===== config.mk =====
export PLATFORM = sky130hd
export DESIGN_NAME = tcm_timer_top
export DESIGN_NICKNAME = d
export VERILOG_FILES = /design/src/tcm_pkg.sv /design/src/tcm_timer_top.sv /design/src/tcm_pin_sync.sv /design/src/tcm_pin_sampler.sv
export SDC_FILE = /design/constraint.sdc
export NUM_CORES = 1
export LEC_CHECK = 0
export BUFFER_PORTS_ARGS = -buffer_cell sky130_fd_sc_hd__buf_2
export CAP_MARGIN = 20
export CORE_UTILIZATION = 25
export DETAILED_ROUTE_END_ITERATION = 10
export HOLD_SLACK_MARGIN = 0.02
export PLACE_DENSITY_LB_ADDON = 0.15
export SETUP_SLACK_MARGIN = 0.15
export SLEW_MARGIN = 25
export SYNTH_ARGS = -nofsm -noshare
export SYNTH_HDL_FRONTEND = slang
export SYNTH_SLANG_ARGS = --single-unit

===== constraint.sdc =====
create_clock -name ref_clk -period 6.3 [get_ports ref_clk]
set_input_delay 1.26 -clock ref_clk [delete_from_list [all_inputs] [get_ports ref_clk]]
set_output_delay 1.26 -clock ref_clk [all_outputs]
set_load 0.02 [all_outputs]

===== src/tcm_pkg.sv =====
package tcm_pkg;
    // Register indices; byte address is four times the index
    localparam logic [7:0] IDX_CTRL = 8'h88;
    localparam logic [7:0] IDX_MODE = 8'h89;
    localparam logic [7:0] IDX_TL0  = 8'h8a;
    localparam logic [7:0] IDX_TL1  = 8'h8b;
    localparam logic [7:0] IDX_TH0  = 8'h8c;
    localparam logic [7:0] IDX_TH1  = 8'h8d;

    localparam logic [7:0] CTRL_RESET = 8'h00;
    localparam logic [7:0] MODE_RESET = 8'h00;
    localparam logic [7:0] COUNT_RESET = 8'h00;

    // Control register bit positions
    localparam int TF1 = 7;
    localparam int TR1 = 6;
    localparam int TF0 = 5;
    localparam int TR0 = 4;
    localparam int IE1 = 3;
    localparam int IT1 = 2;
    localparam int IE0 = 1;
    localparam int IT0 = 0;

    // Mode register field positions
    localparam int T1_GATE_BIT   = 7;
    localparam int SRC1    = 6;
    localparam int MODE1_HI = 5;
    localparam int MODE1_LO = 4;
    localparam int T0_GATE_BIT   = 3;
    localparam int SRC0    = 2;
    localparam int MODE0_HI = 1;
    localparam int MODE0_LO = 0;

    localparam logic [1:0] MODE_13BIT  = 2'h0;
    localparam logic [1:0] MODE_16BIT  = 2'h1;
    localparam logic [1:0] MODE_RELOAD = 2'h2;
    localparam logic [1:0] MODE_SPLIT  = 2'h3;

    // Interrupt request / acknowledge lanes
    localparam int IRQ_EXT0 = 0;
    localparam int IRQ_T0   = 1;
    localparam int IRQ_EXT1 = 2;
    localparam int IRQ_T1   = 3;

    // Pin lanes after synchronising
    localparam int PIN_EXT0 = 0;
    localparam int PIN_EXT1 = 1;
    localparam int PIN_CNT0 = 2;
    localparam int PIN_CNT1 = 3;
    localparam logic [3:0] PIN_IDLE = 4'hf;

    // One peripheral cycle is twelve oscillator clocks
    localparam int         PCYCLE_CLKS = 12;
    localparam logic [3:0] DIV_LAST    = 4'(PCYCLE_CLKS - 1);
endpackage : tcm_pkg


===== src/tcm_timer_top.sv =====
// The Wishbone slave port is this design's own decision.
`timescale 1ns/10ps
// How it works
// - Mode 0: 5-bit prescaler then 8-bit count
// - Mode 1: low and high chained, 16 bits
// - Mode 2: overflow reloads low from high
// - Vector acknowledge clears timer overflow flag
// - Mode 3: low byte uses timer 0 controls
// - Mode 3: high byte counts, timer 1 run/flag
// - Timer 1 in mode 3 holds its count
// - Gate set: count only while pin high
// - Source bit picks clock or count pin
// - Wrap to zero sets overflow flag, except timer 1 when timer 0 is in mode 3
// - Run bits written by software only
// - Timer 1 flags at bits 7,6,3,2
// - External flag set; edge flag cleared on acknowledge
// - Type 1 falling edge, 0 low level
// - Timer 0 flags at bits 5,4,1,0
// - Timer mode counts every twelve clocks
// - Counter mode counts sampled falling edges
module tcm_timer_top (
    input  logic        ref_clk,
    input  logic        rst_n,
    input  logic        wb_cyc_i,
    input  logic        wb_stb_i,
    input  logic        wb_we_i,
    input  logic [9:0]  wb_adr_i,
    input  logic [3:0]  wb_sel_i,
    input  logic [31:0] wb_dat_i,
    output logic [31:0] wb_dat_o,
    output logic        wb_ack_o,
    input  logic        extIrq0Pin,
    input  logic        extIrq1Pin,
    input  logic        t0CountPin,
    input  logic        t1CountPin,
    input  logic [3:0]  irqAck,
    output logic [3:0]  irqReq
);
    typedef struct packed {
        logic [3:0]  div;
        logic        tick;
        logic [7:0]  ctrl;
        logic [7:0]  mode;
        logic [7:0]  t0CountLow;
        logic [7:0]  t0CountHigh;
        logic [7:0]  t1CountLow;
        logic [7:0]  t1CountHigh;
        logic        ack;
        logic [31:0] dat;
    } tcm_top_s;

    localparam tcm_top_s TOP_RESET = '{
        div:         4'h0,
        tick:        1'b0,
        ctrl:        tcm_pkg::CTRL_RESET,
        mode:        tcm_pkg::MODE_RESET,
        t0CountLow:  tcm_pkg::COUNT_RESET,
        t0CountHigh: tcm_pkg::COUNT_RESET,
        t1CountLow:  tcm_pkg::COUNT_RESET,
        t1CountHigh: tcm_pkg::COUNT_RESET,
        ack:         1'b0,
        dat:         32'h0000_0000
    };

    logic [1:0]  rstSync;
    logic        rstLocalN;
    tcm_top_s    s_r;
    tcm_top_s    s_nxt;
    logic [3:0]  pinSync;
    logic [3:0]  pinLevel;
    logic [3:0]  pinFell;
    logic        req;
    logic        mapped;
    logic [7:0]  idx;
    logic        wrNow;
    logic [1:0]  t0Mode;
    logic [1:0]  t1Mode;
    logic        t0Split;
    logic        run0;
    logic        run1;
    logic        inc0;
    logic        inc1;
    logic        incHigh0;
    logic [16:0] step0;
    logic [16:0] step1;
    logic        ovf0;
    logic        ovf1;
    logic        ovfHigh0;

    // Reset is released synchronously so no flop leaves reset on a split edge
    always_ff @(posedge ref_clk or negedge rst_n) begin
        if (!rst_n) begin
            rstSync <= 2'h0;
        end else begin
            rstSync <= {rstSync[0], 1'b1};
        end
    end
    assign rstLocalN = rstSync[1];

    tcm_pin_sync u_sync (
        .ref_clk (ref_clk),
        .rstN    (rstLocalN),
        .pinIn   ({t1CountPin, t0CountPin, extIrq1Pin, extIrq0Pin}),
        .pinSync (pinSync)
    );

    tcm_pin_sampler u_samp (
        .ref_clk (ref_clk),
        .rstN    (rstLocalN),
        .tick    (s_r.tick),
        .pinSync (pinSync),
        .level   (pinLevel),
        .fell    (pinFell)
    );

    // One increment step; bit 16 flags the wrap to zero
    function automatic logic [16:0] stepTimer(input logic [1:0] m,
                                              input logic [7:0] lo,
                                              input logic [7:0] hi);
        logic [16:0] r;
        r = {1'b0, hi, lo};
        unique case (m)
            tcm_pkg::MODE_13BIT: begin
                r[4:0] = lo[4:0] + 5'h01;
                if (lo[4:0] == 5'h1f) begin
                    r[15:8] = hi + 8'h01;
                    r[16]   = (hi == 8'hff);
                end
            end
            tcm_pkg::MODE_16BIT: begin
                r = {1'b0, hi, lo} + 17'h0_0001;
            end
            tcm_pkg::MODE_RELOAD: begin
                r[7:0] = lo + 8'h01;
                if (lo == 8'hff) begin
                    r[7:0] = hi;
                    r[16]  = 1'b1;
                end
            end
            tcm_pkg::MODE_SPLIT: begin
                r[7:0] = lo + 8'h01;
                r[16]  = (lo == 8'hff);
            end
        endcase
        return r;
    endfunction : stepTimer

    assign req    = wb_cyc_i & wb_stb_i;
    assign mapped = (wb_adr_i[1:0] == 2'h0);
    assign idx    = wb_adr_i[9:2];
    // A write lands on the edge where the master sees ack
    assign wrNow  = req & wb_we_i & s_r.ack & wb_sel_i[0] & mapped;

    assign t0Mode  = s_r.mode[tcm_pkg::MODE0_HI:tcm_pkg::MODE0_LO];
    assign t1Mode  = s_r.mode[tcm_pkg::MODE1_HI:tcm_pkg::MODE1_LO];
    assign t0Split = (t0Mode == tcm_pkg::MODE_SPLIT);

    // Pin is active low, but the gate counts while it is high
    assign run0 = s_r.ctrl[tcm_pkg::TR0] &
                  (!s_r.mode[tcm_pkg::T0_GATE_BIT] | pinLevel[tcm_pkg::PIN_EXT0]);
    // With timer 0 split, timer 1 loses its run bit and runs unless halted or gated
    assign run1 = (t0Split | s_r.ctrl[tcm_pkg::TR1]) &
                  (!s_r.mode[tcm_pkg::T1_GATE_BIT] | pinLevel[tcm_pkg::PIN_EXT1]);

    assign inc0 = s_r.tick & run0 &
                  (!s_r.mode[tcm_pkg::SRC0] | pinFell[tcm_pkg::PIN_CNT0]);
    assign inc1 = s_r.tick & run1 & (t1Mode != tcm_pkg::MODE_SPLIT) &
                  (!s_r.mode[tcm_pkg::SRC1] | pinFell[tcm_pkg::PIN_CNT1]);
    assign incHigh0 = s_r.tick & t0Split & s_r.ctrl[tcm_pkg::TR1];

    assign step0    = stepTimer(t0Mode, s_r.t0CountLow, s_r.t0CountHigh);
    assign step1    = stepTimer(t1Mode, s_r.t1CountLow, s_r.t1CountHigh);
    assign ovf0     = inc0 & step0[16];
    // Timer 1 has no flag of its own while timer 0 is split
    assign ovf1     = inc1 & step1[16] & !t0Split;
    assign ovfHigh0 = incHigh0 & (s_r.t0CountHigh == 8'hff);

    always_comb begin
        s_nxt      = s_r;
        s_nxt.tick = (s_r.div == tcm_pkg::DIV_LAST);
        s_nxt.div  = (s_r.div == tcm_pkg::DIV_LAST) ? 4'h0 : s_r.div + 4'h1;

        if (inc0) begin
            s_nxt.t0CountLow = step0[7:0];
            if (!t0Split) begin
                s_nxt.t0CountHigh = step0[15:8];
            end
        end
        if (incHigh0) begin
            s_nxt.t0CountHigh = s_r.t0CountHigh + 8'h01;
        end
        if (inc1) begin
            s_nxt.t1CountLow  = step1[7:0];
            s_nxt.t1CountHigh = step1[15:8];
        end

        // Software writes override a same-cycle count step
        if (wrNow) begin
            unique case (idx)
                tcm_pkg::IDX_CTRL: s_nxt.ctrl        = wb_dat_i[7:0];
                tcm_pkg::IDX_MODE: s_nxt.mode        = wb_dat_i[7:0];
                tcm_pkg::IDX_TL0:  s_nxt.t0CountLow  = wb_dat_i[7:0];
                tcm_pkg::IDX_TH0:  s_nxt.t0CountHigh = wb_dat_i[7:0];
                tcm_pkg::IDX_TL1:  s_nxt.t1CountLow  = wb_dat_i[7:0];
                tcm_pkg::IDX_TH1:  s_nxt.t1CountHigh = wb_dat_i[7:0];
                default: ;
            endcase
        end

        if (irqAck[tcm_pkg::IRQ_T0]) begin
            s_nxt.ctrl[tcm_pkg::TF0] = 1'b0;
        end
        if (irqAck[tcm_pkg::IRQ_T1]) begin
            s_nxt.ctrl[tcm_pkg::TF1] = 1'b0;
        end
        if (irqAck[tcm_pkg::IRQ_EXT0] & s_r.ctrl[tcm_pkg::IT0]) begin
            s_nxt.ctrl[tcm_pkg::IE0] = 1'b0;
        end
        if (irqAck[tcm_pkg::IRQ_EXT1] & s_r.ctrl[tcm_pkg::IT1]) begin
            s_nxt.ctrl[tcm_pkg::IE1] = 1'b0;
        end

        // Hardware sets come last so an event beats a same-cycle clear
        if (ovf0) begin
            s_nxt.ctrl[tcm_pkg::TF0] = 1'b1;
        end
        if (ovf1 | ovfHigh0) begin
            s_nxt.ctrl[tcm_pkg::TF1] = 1'b1;
        end
        if (s_r.tick) begin
            if (s_r.ctrl[tcm_pkg::IT0]) begin
                if (pinFell[tcm_pkg::PIN_EXT0]) begin
                    s_nxt.ctrl[tcm_pkg::IE0] = 1'b1;
                end
            end else begin
                s_nxt.ctrl[tcm_pkg::IE0] = !pinLevel[tcm_pkg::PIN_EXT0];
            end
            if (s_r.ctrl[tcm_pkg::IT1]) begin
                if (pinFell[tcm_pkg::PIN_EXT1]) begin
                    s_nxt.ctrl[tcm_pkg::IE1] = 1'b1;
                end
            end else begin
                s_nxt.ctrl[tcm_pkg::IE1] = !pinLevel[tcm_pkg::PIN_EXT1];
            end
        end

        // Fixed one-cycle answer; unmapped reads return zero
        s_nxt.ack = req & !s_r.ack;
        if (req & !s_r.ack) begin
            s_nxt.dat = 32'h0000_0000;
            if (mapped) begin
                unique case (idx)
                    tcm_pkg::IDX_CTRL: s_nxt.dat[7:0] = s_r.ctrl;
                    tcm_pkg::IDX_MODE: s_nxt.dat[7:0] = s_r.mode;
                    tcm_pkg::IDX_TL0:  s_nxt.dat[7:0] = s_r.t0CountLow;
                    tcm_pkg::IDX_TH0:  s_nxt.dat[7:0] = s_r.t0CountHigh;
                    tcm_pkg::IDX_TL1:  s_nxt.dat[7:0] = s_r.t1CountLow;
                    tcm_pkg::IDX_TH1:  s_nxt.dat[7:0] = s_r.t1CountHigh;
                    default: ;
                endcase
            end
        end
    end

    always_ff @(posedge ref_clk or negedge rstLocalN) begin
        if (!rstLocalN) begin
            s_r <= TOP_RESET;
        end else begin
            s_r <= s_nxt;
        end
    end

    assign wb_dat_o = s_r.dat;
    assign wb_ack_o = s_r.ack;
    assign irqReq   = {s_r.ctrl[tcm_pkg::TF1], s_r.ctrl[tcm_pkg::IE1],
                       s_r.ctrl[tcm_pkg::TF0], s_r.ctrl[tcm_pkg::IE0]};
endmodule : tcm_timer_top


===== src/tcm_pin_sync.sv =====
`timescale 1ns/10ps
module tcm_pin_sync (
    input  logic       ref_clk,
    input  logic       rstN,
    input  logic [3:0] pinIn,
    output logic [3:0] pinSync
);
    typedef struct packed {
        logic [3:0] stage1;
        logic [3:0] stage2;
    } tcm_sync_s;

    tcm_sync_s s_r;
    tcm_sync_s s_nxt;

    // First stage feeds the second stage only
    always_comb begin
        s_nxt = s_r;
        s_nxt.stage1 = pinIn;
        s_nxt.stage2 = s_r.stage1;
    end

    always_ff @(posedge ref_clk or negedge rstN) begin
        if (!rstN) begin
            s_r <= {tcm_pkg::PIN_IDLE, tcm_pkg::PIN_IDLE};
        end else begin
            s_r <= s_nxt;
        end
    end

    assign pinSync = s_r.stage2;
endmodule : tcm_pin_sync


===== src/tcm_pin_sampler.sv =====
`timescale 1ns/10ps
module tcm_pin_sampler (
    input  logic       ref_clk,
    input  logic       rstN,
    input  logic       tick,
    input  logic [3:0] pinSync,
    output logic [3:0] level,
    output logic [3:0] fell
);
    typedef struct packed {
        logic [3:0] level;
        logic [3:0] fell;
    } tcm_samp_s;

    tcm_samp_s s_r;
    tcm_samp_s s_nxt;

    // Sampled once per peripheral cycle; a fall is held for one whole cycle
    always_comb begin
        s_nxt = s_r;
        for (int i = 0; i < 4; i++) begin
            if (tick) begin
                s_nxt.level[i] = pinSync[i];
                s_nxt.fell[i]  = s_r.level[i] & !pinSync[i];
            end
        end
    end

    always_ff @(posedge ref_clk or negedge rstN) begin
        if (!rstN) begin
            s_r <= {tcm_pkg::PIN_IDLE, 4'h0};
        end else begin
            s_r <= s_nxt;
        end
    end

    assign level = s_r.level;
    assign fell  = s_r.fell;
endmodule : tcm_pin_sampler


==> results.json <==
{
  "rsz0062_at_grt": "no",
  "vias_per_cell": 5.12,
  "irDropWorstVdd_v": 0.000128,
  "synth_commonest_cells": "68 x dfrtp_1, 61 x nand2_1, 37 x buf_4, 37 x nor2_1, 36 x a21oi_1",
  "synth.largest_area_cell": "dfrtp_1",
  "grt.total_usage_pct": 15.9,
  "p_leak_nw": 2.32,
  "grt_pass1_wl_um": 25800,
  "maxCapViolCount": 0,
  "yosysUniqueCellTypes": 65,
  "vias": 4486,
  "antenna_found_initial": 0,
  "finalSetupViolations": 0,
  "drt-total-wl_um": 16500,
  "area_growth_pct": 11.5,
  "ctsHoldBuffers": 0,
  "die-width_um": 147,
  "hold_violations": 0,
  "synth-seq-cells": 80,
  "async_flop_share_pct": 100,
  "yosysWarningCount": 0,
  "synth-edff-count": 0,
  "reg2regPathDepth": 5,
  "num_rows": 52,
  "maxSlewHeadroom_pct": 36.5,
  "place_congestion": 0.878,
  "avgSynthCellArea_um2": 8.86,
  "ios": 96,
  "drtIter0Drc": 310,
  "worstPathRequired_ns": 6.53,
  "dp_hpwl_um": 12000,
  "utilization_pct": 28.7,
  "cp-start-kind": "primary input",
  "cts_setup_buffers": 0,
  "drc_errors": 0,
  "clockRootBuffer": "clkbuf_16",
  "ys_seq_area_share_pct": 38.3,
  "cts_resized": 0,
  "fp.dieH_um": 147,
  "r2r_slack_ns": 3.35,
  "min_period_ns": 3.18,
  "slew_viol_final": 0,
  "crit_arrival_ns": 3.41,
  "first_global_vias": 4231,
  "netlist_area_um2": 5260,
  "ys.flop_type": "dfrtp_1",
  "clk_pin_slew_worst_paths_ns": 0.07,
  "synth_most_common_cell": "dfrtp_1",
  "grt_max_degree": 36,
  "power_mw": 1.18,
  "yosysTopAreaCellShare_pct": 32.3,
  "cts_num_sinks": 80,
  "cts_tree": "yes",
  "period_share_pct": 50.5,
  "core-area_um2": 20400,
  "overflow": 0,
  "p_per_area_nw_per_um2": 201,
  "antenna_left": 0,
  "outcome": "completed",
  "worst_pin_slew_ns": 0.952,
  "dieArea_um2": 21600,
  "worstReg2RegEnd": "irqReq[3]$_DFFE_PN0P_",
  "cts_made_buffers": 9,
  "crit_fanout": 8,
  "cp-end-kind": "flop",
  "finalSetupTns_ns": 0,
  "worstReg2RegStart": "s_r[65]$_DFFE_PN0P_",
  "wl_per_cell_um": 18.8,
  "nets": 668,
  "crit_start": "wb_adr_i[7]",
  "worstSetupPathType": "primary input to flop",
  "dr.pass1.iters": 5,
  "syn-instance-count": 594,
  "htreeDepth": 3,
  "fin_skew_ns": 0.00892,
  "start_util_pct": 25.8,
  "hold_class": "flop to async pin",
  "clk_latency_ns": 0.35,
  "drive_gt1_share_pct": 17.1,
  "antenna_cells": 0,
  "synth_area_leaders": "dfrtp_1 32%, dfstp_2 6.0%, buf_4 5.3%, mux2_2 4.5%, nand2_1 4.4%",
  "io_buffers": 44,
  "clock.fmax_mhz": 314,
  "cts_buffer_depth": 2
}
routing by layer:
layer  up-vias  global-route usage (%)  wire, µm
met5         -                       0         0
met4         0                    5.41       295
met3        23                    3.01       859
met2       164                    23.0      7040
met1      2167                    23.4      8270
li1       2132                       -         -
area by class of cell:
cell class	instances	area (µm²)
clock inverter	6	91.3
multi-input combinational	450	2860
timing repair buffer	48	275
fill	2187	14600
clock buffer	10	229
sequential	80	2020
tap	270	338
inverter	13	48.8
cells by family (layout without fill, tap and decap cells):
| group | count (synthesis) | after routing | share of synthesized area, % |
|---|---|---|---|
| multiplexers | 40 | 40 | 8.11 |
| buffers and inverters | 87 | 77 | 8.92 |
| other | 2 | 25 | 0.143 |
| flip-flops | 80 | 80 | 38.3 |
| AO/OA/AOI/OAI | 148 | 148 | 18.7 |
| XOR/XNOR | 18 | 18 | 3.00 |
| adder cells (fa/ha/maj) | 7 | 7 | 1.66 |
| AND/OR/NAND/NOR | 212 | 212 | 21.1 |
cells in the final DEF, fill, tap and decap left out, drive strengths merged, types with 7 or more instances in the layout:
cell type	synthesis	routed
dfrtp	68	68
nand2	61	61
buf	47	48
nor2	37	37
a21oi	36	36
o21ai	31	31
conb	2	25
nand3	21	21
mux2	21	21
mux2i	19	19
nand4	17	17
xnor2	15	15
inv	13	15
dfstp	12	12
and3	11	11
nor3	10	10
clkbuf	27	10
o31ai	9	9
a31oi	9	9
nor4	9	9
nand2b	8	8
nor2b	8	8
ha	7	7
through the flow:
stage / std cells / setup slack [ns] / hold slack (ns) / area (µm²)
2_1_floorplan: 617 / 3.07 / 0.331 / 5350
3_5_place_dp: 861 / 2.72 / 0.193 / 5540
3_3_place_gp: 859 / 2.76 / 0.339 / 5500
4_1_cts: 877 / 3.09 / 0.197 / 5860
6_report: 877 / 3.12 / 0.183 / 5860
5_1_grt: 877 / 2.92 / 0.219 / 5860
worst max path at each step:
stage                                to  slack (ns)  cells past startpoint
floorplan           s_r[66]$_DFFE_PN0P_        3.07                      6
global placement    s_r[77]$_DFFE_PN0P_        2.76                      5
detailed placement  s_r[75]$_DFFE_PN0P_        2.72                      5
CTS                 s_r[75]$_DFFE_PN0P_        3.09                      5
global route          s_r[36]$_DFF_PN0_        2.92                      7
finish              s_r[77]$_DFFE_PN0P_        3.12                      5
sequential cells by signal (all words and copies together), names as in the netlist:
name	cells
rstSync	2
u_samp.fell	4
u_sync.s_nxt	4
u_samp.level	4
u_sync.pinSync	4
s_r	49
wb_ack_o	1
irqReq	4
wb_dat_o	8
where the power goes:
group,switching [mW],internal (mW)
registers,0.00656,0.524
clock network,0.227,0.350
logic,0.0495,0.0188
critical path: stages:
cell and delay, ns:
buf_2 0.09, or4b_1 0.61, or3_4 0.45, nor4_4 0.58, mux2_2 0.41
(Power assumes the default switching activity.)
